**src/design/pch_end.sv**
```systemverilog
// Intentionally empty compile unit.

```
**src/design/pch_pkg.sv**
```systemverilog
// Shared constants and types for the slave health monitor.
package pch_pkg;
  localparam int NSLOT = 5;
  localparam int ID_W = 11;
  localparam int NODE_W = 7;
  localparam int CNT_W = 16;
  localparam int MS_W = 16;
  localparam int PDO_W = 64;
  localparam int ADDR_W = 9;
  localparam int LEN_W = 9;
  localparam int CLK_PERIOD_NS = 25;
  localparam int MS_NS = 1000000;
  localparam int MS_CYCLES = MS_NS / CLK_PERIOD_NS;
  localparam logic [LEN_W-1:0] IMG_MAX = 9'h110;
  localparam logic [ADDR_W-1:0] STAT_BASE = 9'h000;
  localparam logic [ADDR_W-1:0] HEALTH_BASE = 9'h004;
  localparam logic [ADDR_W-1:0] PDO_BASE = 9'h014;
  localparam logic [ADDR_W-1:0] RAW_BASE = 9'h03c;
  localparam logic [ADDR_W-1:0] RAW_END = 9'h046;
  localparam int RAW_EN_BIT = 0;
  localparam logic [ID_W-1:0] SYNC_ID = 11'h080;
  localparam logic [3:0] FC_TPDO1 = 4'h3;
  localparam logic [3:0] FC_TPDO2 = 4'h5;
  localparam logic [3:0] FC_TPDO3 = 4'h7;
  localparam logic [3:0] FC_TPDO4 = 4'h9;
  typedef enum logic {ST_HEALTHY, ST_LOST} pch_slot_e;
endpackage : pch_pkg

```
**src/design/pch_sync.sv**
```systemverilog
// Millisecond tick and periodic SYNC producer.
`timescale 1ns/1ps
`default_nettype none
module pch_sync #(
  parameter int TICK_CYCLES = pch_pkg::MS_CYCLES
) (
  // Clock and reset
  input wire logic i_clk,
  input wire logic i_rst_n,
  // Period in ms, zero stops production
  input wire logic [pch_pkg::MS_W-1:0] i_period_ms,
  // Transmit handshake
  input wire logic i_sync_ack,
  output logic o_sync_req,
  output logic [pch_pkg::ID_W-1:0] o_sync_id,
  // Free-running tick
  output logic o_ms_tick
);
  typedef struct packed {
    logic [31:0] div;
    logic tick;
    logic [pch_pkg::MS_W-1:0] ms;
    logic req;
  } pch_sync_s;

  pch_sync_s s;
  pch_sync_s next_s;

  always_comb begin
    next_s = s;
    next_s.tick = 1'b0;
    if (s.div == 32'(TICK_CYCLES - 1)) begin
      next_s.div = 32'h0000_0000;
      next_s.tick = 1'b1;
    end else begin
      next_s.div = s.div + 32'h0000_0001;
    end
    if (s.req && i_sync_ack) begin
      next_s.req = 1'b0;
    end
    // A new period wins over an acknowledge in the same cycle.
    if (next_s.tick && i_period_ms != '0) begin
      if (s.ms + 16'h0001 >= i_period_ms) begin
        next_s.ms = 16'h0000;
        next_s.req = 1'b1;
      end else begin
        next_s.ms = s.ms + 16'h0001;
      end
    end
  end

  always_ff @(posedge i_clk or negedge i_rst_n) begin
    if (!i_rst_n) begin
      s <= '0;
    end else begin
      s <= next_s;
    end
  end

  assign o_ms_tick = s.tick;
  assign o_sync_req = s.req;
  assign o_sync_id = pch_pkg::SYNC_ID;

  sync_on_tick_a: assert property (
    @(posedge i_clk) disable iff (!i_rst_n)
    $rose(s.req) |-> s.tick && $past(i_period_ms) != '0)
    else $error("SYNC request raised off a period boundary");
endmodule : pch_sync
`default_nettype wire

```
**src/design/pch_slot.sv**
```systemverilog
// Per-slave message counter, held process data and health tracking.
`timescale 1ns/1ps
`default_nettype none
module pch_slot (
  // Clock and reset
  input wire logic i_clk,
  input wire logic i_rst_n,
  // Received transmit-PDO from this slave
  input wire logic i_rx_hit,
  input wire logic [pch_pkg::PDO_W-1:0] i_rx_data,
  // Timing and scan
  input wire logic i_ms_tick,
  input wire logic i_scan,
  // Configuration
  input wire logic i_use_cnt,
  input wire logic i_guard_ok,
  input wire logic [pch_pkg::MS_W-1:0] i_timeout_ms,
  // Results
  output logic [pch_pkg::CNT_W-1:0] o_count,
  output logic [pch_pkg::PDO_W-1:0] o_data,
  output logic o_healthy,
  output logic o_lost_ev,
  output logic o_add_ev
);
  typedef struct packed {
    logic [pch_pkg::CNT_W-1:0] cnt;
    logic [pch_pkg::CNT_W-1:0] prev;
    logic [pch_pkg::MS_W-1:0] elapsed;
    logic [pch_pkg::PDO_W-1:0] data;
    pch_pkg::pch_slot_e st;
    logic lost_ev;
    logic add_ev;
  } pch_slot_s;

  pch_slot_s s;
  pch_slot_s next_s;

  always_comb begin
    next_s = s;
    next_s.lost_ev = 1'b0;
    next_s.add_ev = 1'b0;
    if (i_rx_hit) begin
      next_s.cnt = s.cnt + 16'h0001;
      next_s.data = i_rx_data;
    end
    // The elapsed time saturates so a long outage cannot wrap to healthy.
    if (i_ms_tick && s.elapsed != '1) begin
      next_s.elapsed = s.elapsed + 16'h0001;
    end
    if (i_scan && i_use_cnt) begin
      if (s.cnt != s.prev) begin
        next_s.prev = s.cnt;
        next_s.elapsed = 16'h0000;
        if (s.st == pch_pkg::ST_LOST) begin
          next_s.st = pch_pkg::ST_HEALTHY;
          next_s.add_ev = 1'b1;
        end
      end else if (s.elapsed >= i_timeout_ms &&
                   s.st == pch_pkg::ST_HEALTHY) begin
        next_s.st = pch_pkg::ST_LOST;
        next_s.lost_ev = 1'b1;
      end
    end
    if (!i_use_cnt) begin
      next_s.st = pch_pkg::ST_HEALTHY;
    end
  end

  always_ff @(posedge i_clk or negedge i_rst_n) begin
    if (!i_rst_n) begin
      s <= '0;
    end else begin
      s <= next_s;
    end
  end

  assign o_count = s.cnt;
  assign o_data = s.data;
  assign o_healthy = i_use_cnt ? (s.st == pch_pkg::ST_HEALTHY) : i_guard_ok;
  assign o_lost_ev = s.lost_ev;
  assign o_add_ev = s.add_ev;

  count_step_a: assert property (@(posedge i_clk) disable iff (!i_rst_n)
    i_rx_hit |=> s.cnt == $past(s.cnt) + 16'h0001)
    else $error("Counter did not advance on a received message");
  data_hold_a: assert property (@(posedge i_clk) disable iff (!i_rst_n)
    !i_rx_hit |=> s.data == $past(s.data))
    else $error("Held process data changed without a message");
  lost_cause_a: assert property (@(posedge i_clk) disable iff (!i_rst_n)
    s.lost_ev |-> $past(i_scan) && $past(s.cnt) == $past(s.prev) &&
      $past(s.elapsed) >= $past(i_timeout_ms) && s.st == pch_pkg::ST_LOST)
    else $error("Slave marked lost without a timeout");
  lost_once_a: assert property (@(posedge i_clk) disable iff (!i_rst_n)
    s.lost_ev |-> $past(s.st) == pch_pkg::ST_HEALTHY)
    else $error("Second loss event for a slave already lost");
  add_cause_a: assert property (@(posedge i_clk) disable iff (!i_rst_n)
    $past(i_scan) && $past(i_use_cnt) && $past(s.st) == pch_pkg::ST_LOST &&
      $past(s.cnt) != $past(s.prev) |-> s.add_ev && s.elapsed == '0)
    else $error("Recovered slave not marked healthy");
endmodule : pch_slot
`default_nettype wire

```
**src/design/pch_monitor.sv**
```systemverilog
// Top of the slave health monitor: decode, scan image and fault log.
`timescale 1ns/1ps
`default_nettype none
// Operation
// - Each slave has a counter that steps on every transmit-PDO it sends.
// - Only transmit-PDOs received from slaves step counters, never our own.
// - Counter health overrides guarding or heartbeat status when enabled.
// - Each input scan evaluates every slave that uses counter health.
// - Unchanged counter past the timeout marks the slave lost and logs.
// - A lost slave whose counter moves again is healthy, logs an addition.
// - Configuration byte six can add raw counters to the scan image.
// - Only one loss fault is logged per outage of a node.
// - An offline slave keeps presenting its last process data.
// - Loss of one slave leaves every other slave untouched.
// - The block produces SYNC periodically on the bus.
// - Scan images over 272 bytes are rejected with a controller fault.
// - Image starts with 4 status bytes then 16 health bytes.
// - Every bus object is named by an 11-bit identifier.
// - At most five slaves are supported.
module pch_monitor #(
  parameter int TICK_CYCLES = pch_pkg::MS_CYCLES
) (
  // Clock and reset
  input wire logic I_MCLK,
  input wire logic I_RST_N,
  // Received frames from the bus controller
  input wire logic I_RX_VALID,
  input wire logic [pch_pkg::ID_W-1:0] I_RX_ID,
  input wire logic [pch_pkg::PDO_W-1:0] I_RX_DATA,
  // Configuration load
  input wire logic I_CFG_LOAD,
  input wire logic [pch_pkg::NSLOT*pch_pkg::NODE_W-1:0] I_CFG_NODES,
  input wire logic [pch_pkg::NSLOT-1:0] I_CFG_USE_CNT,
  input wire logic [pch_pkg::MS_W-1:0] I_CFG_TIMEOUT_MS,
  input wire logic [7:0] I_CFG_BYTE6,
  input wire logic [pch_pkg::MS_W-1:0] I_CFG_SYNC_MS,
  input wire logic [pch_pkg::LEN_W-1:0] I_CFG_IN_LEN,
  input wire logic [pch_pkg::LEN_W-1:0] I_CFG_OUT_LEN,
  // Guarding or heartbeat status per slave
  input wire logic [pch_pkg::NSLOT-1:0] I_GUARD_OK,
  // Controller input scan
  input wire logic I_SCAN,
  input wire logic [pch_pkg::ADDR_W-1:0] I_SCAN_ADDR,
  output logic [7:0] O_SCAN_DATA,
  // Status
  output logic [pch_pkg::NSLOT-1:0] O_HEALTH,
  output logic O_CFG_VALID,
  output logic O_CTRL_FAULT,
  // Fault log entries
  output logic O_FLT_VALID,
  output logic O_FLT_ADD,
  output logic [pch_pkg::NODE_W-1:0] O_FLT_NODE,
  // SYNC transmit request
  input wire logic I_SYNC_ACK,
  output logic O_SYNC_REQ,
  output logic [pch_pkg::ID_W-1:0] O_SYNC_ID
);
  localparam int NS = pch_pkg::NSLOT;
  localparam int NW = pch_pkg::NODE_W;

  typedef struct packed {
    logic cfg_valid;
    logic cfg_rej;
    logic [NS-1:0][NW-1:0] nodes;
    logic [NS-1:0] use_cnt;
    logic [pch_pkg::MS_W-1:0] timeout_ms;
    logic [7:0] byte6;
    logic [pch_pkg::MS_W-1:0] sync_ms;
    logic [NS-1:0] pend_loss;
    logic [NS-1:0] pend_add;
    logic [15:0] scan_cnt;
    logic ctrl_fault;
    logic flt_valid;
    logic flt_add;
    logic [NW-1:0] flt_node;
    logic [7:0] scan_data;
  } pch_mon_s;

  pch_mon_s s;
  pch_mon_s next_s;

  logic [NS-1:0] rx_hit;
  logic [NS-1:0] health;
  logic [NS-1:0] lost_ev;
  logic [NS-1:0] add_ev;
  logic [NS-1:0][pch_pkg::PDO_W-1:0] slot_data;
  logic [NS-1:0][pch_pkg::CNT_W-1:0] slot_cnt;
  logic ms_tick;
  logic [7:0] rd;

  // Transmit-PDO identifiers carry function codes 3, 5, 7 and 9.
  function automatic logic is_tpdo(input logic [pch_pkg::ID_W-1:0] id);
    logic [3:0] fc;
    fc = id[10:7];
    is_tpdo = (fc == pch_pkg::FC_TPDO1) || (fc == pch_pkg::FC_TPDO2) ||
              (fc == pch_pkg::FC_TPDO3) || (fc == pch_pkg::FC_TPDO4);
  endfunction : is_tpdo

  function automatic logic [2:0] pick_low(input logic [NS-1:0] v);
    pick_low = 3'h0;
    for (int i = NS - 1; i >= 0; i--) begin
      if (v[i]) begin
        pick_low = 3'(i);
      end
    end
  endfunction : pick_low

  // Frames that we transmit never reach this port, and receive-PDO codes
  // are filtered out as well.
  always_comb begin
    for (int i = 0; i < NS; i++) begin
      rx_hit[i] = I_RX_VALID && s.cfg_valid && is_tpdo(I_RX_ID) &&
                  s.nodes[i] != '0 && I_RX_ID[6:0] == s.nodes[i];
    end
  end

  // Each slave is tracked by its own instance, so nothing couples them.
  for (genvar g = 0; g < NS; g++) begin : g_slot
    pch_slot u_slot (
      .i_clk(I_MCLK),
      .i_rst_n(I_RST_N),
      .i_rx_hit(rx_hit[g]),
      .i_rx_data(I_RX_DATA),
      .i_ms_tick(ms_tick),
      .i_scan(I_SCAN),
      .i_use_cnt(s.use_cnt[g]),
      .i_guard_ok(I_GUARD_OK[g]),
      .i_timeout_ms(s.timeout_ms),
      .o_count(slot_cnt[g]),
      .o_data(slot_data[g]),
      .o_healthy(health[g]),
      .o_lost_ev(lost_ev[g]),
      .o_add_ev(add_ev[g])
    );
  end

  pch_sync #(
    .TICK_CYCLES(TICK_CYCLES)
  ) u_sync (
    .i_clk(I_MCLK),
    .i_rst_n(I_RST_N),
    .i_period_ms(s.cfg_valid ? s.sync_ms : 16'h0000),
    .i_sync_ack(I_SYNC_ACK),
    .o_sync_req(O_SYNC_REQ),
    .o_sync_id(O_SYNC_ID),
    .o_ms_tick(ms_tick)
  );

  // Scan image byte for the requested address.
  always_comb begin : scan_mux
    logic [pch_pkg::ADDR_W-1:0] off;
    logic [2:0] idx;
    off = '0;
    idx = '0;
    rd = 8'h00;
    if (I_SCAN_ADDR < pch_pkg::HEALTH_BASE) begin
      off = I_SCAN_ADDR - pch_pkg::STAT_BASE;
      if (off[1:0] == 2'h0) begin
        rd = {6'h00, s.cfg_rej, s.cfg_valid};
      end else if (off[1:0] == 2'h1) begin
        rd = {3'h0, s.use_cnt & ~health};
      end else if (off[1:0] == 2'h2) begin
        rd = s.scan_cnt[7:0];
      end else begin
        rd = s.scan_cnt[15:8];
      end
    end else if (I_SCAN_ADDR < pch_pkg::PDO_BASE) begin
      off = I_SCAN_ADDR - pch_pkg::HEALTH_BASE;
      for (int i = 0; i < NS; i++) begin
        if (s.nodes[i] != '0 && s.nodes[i][6:3] == off[3:0]) begin
          rd[s.nodes[i][2:0]] = rd[s.nodes[i][2:0]] | health[i];
        end
      end
    end else if (I_SCAN_ADDR < pch_pkg::RAW_BASE) begin
      off = I_SCAN_ADDR - pch_pkg::PDO_BASE;
      idx = off[5:3];
      if (idx < 3'(NS)) begin
        rd = slot_data[idx][{off[2:0], 3'h0} +: 8];
      end
    end else if (I_SCAN_ADDR < pch_pkg::RAW_END &&
                 s.byte6[pch_pkg::RAW_EN_BIT]) begin
      off = I_SCAN_ADDR - pch_pkg::RAW_BASE;
      idx = 3'(off[3:1]);
      if (idx < 3'(NS)) begin
        rd = off[0] ? slot_cnt[idx][15:8] : slot_cnt[idx][7:0];
      end
    end
  end

  // Configuration, fault serialisation and output registers.
  always_comb begin : next_state
    logic [NS-1:0] pl;
    logic [NS-1:0] pa;
    logic [2:0] sel;
    pl = s.pend_loss;
    pa = s.pend_add;
    sel = 3'h0;
    next_s = s;
    next_s.ctrl_fault = 1'b0;
    next_s.flt_valid = 1'b0;
    if (I_CFG_LOAD) begin
      if (I_CFG_IN_LEN > pch_pkg::IMG_MAX ||
          I_CFG_OUT_LEN > pch_pkg::IMG_MAX) begin
        next_s.cfg_rej = 1'b1;
        next_s.ctrl_fault = 1'b1;
      end else begin
        next_s.cfg_valid = 1'b1;
        next_s.cfg_rej = 1'b0;
        next_s.nodes = I_CFG_NODES;
        next_s.use_cnt = I_CFG_USE_CNT;
        next_s.timeout_ms = I_CFG_TIMEOUT_MS;
        next_s.byte6 = I_CFG_BYTE6;
        next_s.sync_ms = I_CFG_SYNC_MS;
      end
    end
    if (I_SCAN) begin
      next_s.scan_cnt = s.scan_cnt + 16'h0001;
    end
    // Several slaves can change on one scan; entries leave one per cycle.
    if (|pl) begin
      sel = pick_low(pl);
      next_s.flt_valid = 1'b1;
      next_s.flt_add = 1'b0;
      next_s.flt_node = s.nodes[sel];
      pl[sel] = 1'b0;
    end else if (|pa) begin
      sel = pick_low(pa);
      next_s.flt_valid = 1'b1;
      next_s.flt_add = 1'b1;
      next_s.flt_node = s.nodes[sel];
      pa[sel] = 1'b0;
    end
    // New events are ORed after the clear so none is dropped.
    next_s.pend_loss = pl | lost_ev;
    next_s.pend_add = pa | add_ev;
    next_s.scan_data = rd;
  end

  always_ff @(posedge I_MCLK or negedge I_RST_N) begin
    if (!I_RST_N) begin
      s <= '0;
    end else begin
      s <= next_s;
    end
  end

  assign O_SCAN_DATA = s.scan_data;
  assign O_HEALTH = health;
  assign O_CFG_VALID = s.cfg_valid;
  assign O_CTRL_FAULT = s.ctrl_fault;
  assign O_FLT_VALID = s.flt_valid;
  assign O_FLT_ADD = s.flt_add;
  assign O_FLT_NODE = s.flt_node;

  // Checks run one cycle behind the registered outputs that they watch.
  rx_filter_a: assert property (
    @(posedge I_MCLK) disable iff (!I_RST_N)
    I_RX_VALID && !is_tpdo(I_RX_ID) |=> slot_cnt == $past(slot_cnt))
    else $error("Non transmit-PDO frame stepped a counter");
  cfg_reject_a: assert property (
    @(posedge I_MCLK) disable iff (!I_RST_N)
    I_CFG_LOAD && (I_CFG_IN_LEN > pch_pkg::IMG_MAX ||
      I_CFG_OUT_LEN > pch_pkg::IMG_MAX) |=>
      O_CTRL_FAULT && s.nodes == $past(s.nodes))
    else $error("Oversized scan image was not rejected");
  cfg_accept_a: assert property (
    @(posedge I_MCLK) disable iff (!I_RST_N)
    I_CFG_LOAD && I_CFG_IN_LEN <= pch_pkg::IMG_MAX &&
      I_CFG_OUT_LEN <= pch_pkg::IMG_MAX |=> O_CFG_VALID && !O_CTRL_FAULT)
    else $error("Valid configuration was not accepted");
  cfg_hold_a: assert property (
    @(posedge I_MCLK) disable iff (!I_RST_N)
    !I_CFG_LOAD |=> s.nodes == $past(s.nodes) &&
      O_CFG_VALID == $past(O_CFG_VALID) && !O_CTRL_FAULT)
    else $error("Configuration changed without a load");
  loss_logged_a: assert property (
    @(posedge I_MCLK) disable iff (!I_RST_N)
    lost_ev != '0 |-> ##[1:10] O_FLT_VALID && !O_FLT_ADD)
    else $error("Loss event never reached the fault log");
  add_logged_a: assert property (
    @(posedge I_MCLK) disable iff (!I_RST_N)
    add_ev != '0 |-> ##[1:10] O_FLT_VALID && O_FLT_ADD)
    else $error("Addition event never reached the fault log");
  event_health_a: assert property (
    @(posedge I_MCLK) disable iff (!I_RST_N)
    (lost_ev & health & s.use_cnt) == '0 &&
      (add_ev & ~health & s.use_cnt) == '0)
    else $error("Health bit disagrees with a loss or addition event");
  guard_pass_a: assert property (
    @(posedge I_MCLK) disable iff (!I_RST_N)
    ((O_HEALTH ^ I_GUARD_OK) & ~s.use_cnt) == '0)
    else $error("Guarded slave health differs from its guard status");
  status_byte_a: assert property (
    @(posedge I_MCLK) disable iff (!I_RST_N)
    I_SCAN_ADDR == pch_pkg::STAT_BASE |=>
      O_SCAN_DATA == {6'h00, $past(s.cfg_rej), $past(s.cfg_valid)})
    else $error("Module status byte misplaced in scan image");
  raw_gate_a: assert property (
    @(posedge I_MCLK) disable iff (!I_RST_N)
    I_SCAN_ADDR >= pch_pkg::RAW_BASE && !s.byte6[pch_pkg::RAW_EN_BIT] |=>
      O_SCAN_DATA == 8'h00)
    else $error("Raw counters shown while disabled");
  out_range_a: assert property (
    @(posedge I_MCLK) disable iff (!I_RST_N)
    I_SCAN_ADDR >= pch_pkg::RAW_END |=> O_SCAN_DATA == 8'h00)
    else $error("Scan image byte beyond the end is not zero");
  scan_count_a: assert property (
    @(posedge I_MCLK) disable iff (!I_RST_N)
    I_SCAN |=> s.scan_cnt == $past(s.scan_cnt) + 16'h0001)
    else $error("Input scan was not counted");
  sync_hold_a: assert property (
    @(posedge I_MCLK) disable iff (!I_RST_N)
    O_SYNC_REQ && !I_SYNC_ACK |=> O_SYNC_REQ)
    else $error("SYNC request dropped before it was taken");
endmodule : pch_monitor
`default_nettype wire

```
**config.mk**
```make
export PLATFORM = sky130hd
export DESIGN_NAME = pch_monitor
export DESIGN_NICKNAME = d
export VERILOG_FILES = /design/src/design/pch_end.sv /design/src/design/pch_pkg.sv /design/src/design/pch_sync.sv /design/src/design/pch_slot.sv /design/src/design/pch_monitor.sv
export SDC_FILE = /design/constraint.sdc
export NUM_CORES = 2
export LEC_CHECK = 0
export BUFFER_PORTS_ARGS = -buffer_cell sky130_fd_sc_hd__buf_2
export CORE_MARGIN = 8
export CORE_UTILIZATION = 43
export DETAILED_ROUTE_END_ITERATION = 8
export HOLD_SLACK_MARGIN = 0.05
export PLACE_DENSITY = 0.69
export SYNTH_ARGS = -nofsm -noshare
export SYNTH_HDL_FRONTEND = slang
export SYNTH_HIERARCHICAL = 1
export SYNTH_SLANG_ARGS = --single-unit
export TNS_END_PERCENT = 100
```
**constraint.sdc**
```tcl
create_clock -name I_MCLK -period 4.8 [get_ports I_MCLK]
set_input_delay 0.72 -clock I_MCLK [delete_from_list [all_inputs] [get_ports I_MCLK]]
set_output_delay 0.72 -clock I_MCLK [all_outputs]
set_load 0.005 [all_outputs]
```
==> metrics.yaml <==
yosys:
  async_flop_share_pct: 100
  ys.flop_type: "dfrtp_1"
  ys_seq_area_share_pct: 43.4
  avgSynthCellArea_sq_um: 11.6
  ys_ff_latch: 744
  synth-edff-count: 0
  syn_inst: 3688
  synth_area_sq_um: 42900
  yosys_warnings: 6
  synth.distinct_cells: 88
placed_design:
  dp_slack_ps: 724
  io_buffers: 210
  hpwl_um: 70800
  place_congestion: 0.935
sta:
  finalHoldViolCount: 0
  fin_crit_sh_pct: 76.9
  rsz0062_at_grt: "no"
  fin_worst_skew_ps: 17.5
  whs_ps: 81.6
  slew_violations: 0
  setup_viol: 0
  setup_tns_ps: 0
  setup_ws_ps: 1110
  maxSlewHeadroom_pct: 21.9
  clock.fmax_mhz: 271
  worst_slew_pin_slew_ps: 1160
  finalCriticalPeriod_ps: 3690
floorplanning:
  fp.dieH_um: 332
  fp.dieW_um: 332
  core-area_sq_um: 99600
  num_rows: 116
  die_area_sq_um: 110000
  ios: 229
  initial_core_util_pct: 43.1
critical_path:
  ff2ff_path_depth: 10
  cp_slowest_stage_delay_ps: 700
  worst_path_dominant_cell_family: "simple AND/OR/NAND/NOR gates"
  crit_fanout: 6
  reg2reg_from: "s[84]"
  cp.buffers_inverters: 0
  rr_endpoint: "O_SCAN_DATA[0]"
  crit_required_ps: 5320
  path_cells: "mux2i_1 -> and2_1 -> nor3b_1 -> and3_1 -> a211oi_1 -> o22a_1 -> and2_4 -> o21ai_2 -> nand3_1 -> o31ai_1"
  cp-end-kind: "flip-flop"
  startpoint_type: "flip-flop"
  critPathSlowestCell: "mux2i_1"
  arrival_ps: 4210
  rrSetupSlack_ps: 1110
  critPathKind: "reg2reg"
clocking:
  insertion_delay_ps: 630
  root_buffer: "clkbuf_16"
  cts_tree: "yes"
  htree_levels: 3
  cts_resized: 0
  clockBufferDepth: 3
  ctsHoldBuffers: 0
  cts_buffers: 76
  numClockSinks: 744
  clk_pin_slew_ps: 60
  cts_setup_buffers: 0
final_layout:
  areaGrowthSynthToFinish_pct: 4.36
  final_common_cell: "dfrtp_1"
  multi_input_area_sq_um: 19800
  register_area_sq_um: 18600
  post-route-util_pct: 45.0
  fill_cells: 8977
  fin_nets: 3750
  drive_gt1_share_pct: 29.9
  final_cell_mix: "dfrtp_1 (744), mux2_2 (424), buf_2 (207), xor2_1 (175), nand2_1 (167)"
pwr:
  finalPower_mw: 18.3
  powerDensity_nw_per_um2: 407
  peakVddDrop_v: 0.000224
  power.leakage_nw: 21.3
grt:
  grt_max_degree: 115
  grt_pass1_wl_um: 160000
  antenna_found_initial: 24
  grt_pass1_vias: 27300
  track_usage_pct: 18.0
  grt_overflow: 0
route:
  drc: 0
  drt-pass1-iter-count: 5
  vias_per_cell: 5.58
  wl_um: 101000
  postRouteAntennaNets: 0
  via_count: 26800
  wl_per_cell_um: 21.0
  drt_iter0_markers: 1820
status:
  status: "complete, no violations"
flow_run:
  maxCapViolations: 0
hold_path:
  min_path_type: "in2async"
per-stage QoR:
stage | area (sq um) | instances
CTS | 44800 | 4802
global placement | 42200 | 4665
global route | 44800 | 4803
detailed placement | 42200 | 4665
finish | 44800 | 4811
floorplan | 43000 | 3697
kinds of logic (layout without fill, tap and decap cells):
group | count (synthesis) | in the layout | share of synthesized area [%]
multiplexers | 649 | 649 | 20.9
XOR/XNOR | 333 | 333 | 6.79
adder cells (fa/ha/maj) | 112 | 112 | 3.26
flip-flops | 744 | 744 | 43.4
AO/OA/AOI/OAI | 321 | 321 | 5.10
other | 2 | 20 | 0.0175
buffers and inverters | 731 | 538 | 10.6
AND/OR/NAND/NOR | 796 | 796 | 9.90
power by group:
group,total (mW),switching [mW],internal [mW]
combinational,3.93,2.05,1.88
clock,6.16,2.55,3.60
sequential,8.17,1.07,7.10
total,18.3,5.68,12.6
sequential cells by signal (all words and copies together) (netlist names), 5 cells and up:
signal	cells
u_sync/s	48
s	100
O_FLT_NODE	7
g_slot.u_slot/o_add_ev	5
g_slot.u_slot/o_count	80
O_SCAN_DATA	8
g_slot.u_slot/o_lost_ev	5
g_slot.u_slot/o_data	320
g_slot.u_slot/s	165
cell usage after synthesis (41+ instances only):
master / n / share of area (%)
dfrtp_1: 744 / 43
buf_4: 428 / 7.5
mux2_2: 424 / 11
xor2_1: 176 / 3.6
nand2_1: 168 / 1.5
nor2_1: 163 / 1.4
xnor2_1: 157 / 3.2
inv_1: 143 / 1.2
mux4_2: 129 / 6.8
ha_1: 112 / 3.3
nand3_1: 92 / 1.1
clkbuf_1: 89 / 0.78
nand4_1: 81 / 1.2
a21oi_1: 77 / 0.90
mux2_4: 60 / 2.1
o21ai_0: 54 / 0.63
nor3_1: 43 / 0.50
and3_1: 41 / 0.60
cell type report:
class,instances,area share (%)
multi-input cells,2222,44.3
flip-flops and latches,744,41.5
clock buffers,101,4.80
well taps,1298,3.62
repair buffers,257,3.53
inverters,144,1.21
clock inverters,36,0.969
diodes,9,0.0503
metal layers:
| layer | global-route usage, % | routed length, um | up-vias |
|---|---|---|---|
| li1 | - | - | 12200 |
| met1 | 24.5 | 45500 | 13800 |
| met2 | 29.4 | 47800 | 701 |
| met3 | 3.72 | 5700 | 178 |
| met4 | 4.07 | 2070 | 14 |
| met5 | 0 | 96 | - |
worst reg2reg max path: stages, from the launching register on:
cell,delay [ps]
dfrtp_1,500
mux2i_1,700
and2_1,290
nor3b_1,640
and3_1,330
a211oi_1,100
o22a_1,220
and2_4,180
o21ai_2,230
nand3_1,150
o31ai_1,260
how the worst max path moves through the flow:
stage,endpoint,depth (start not counted),start
after floorplan,O_SCAN_DATA[1],15,I_SCAN_ADDR[2]
after global placement,O_SCAN_DATA[0],14,I_SCAN_ADDR[2]
after detailed placement,O_SCAN_DATA[0],14,I_SCAN_ADDR[3]
after CTS,u_sync/s[6],11,u_sync/s[3]
after global routing,u_sync/s[6],11,u_sync/s[3]
final,O_SCAN_DATA[0],10,s[84]
(Power assumes the default switching activity.)
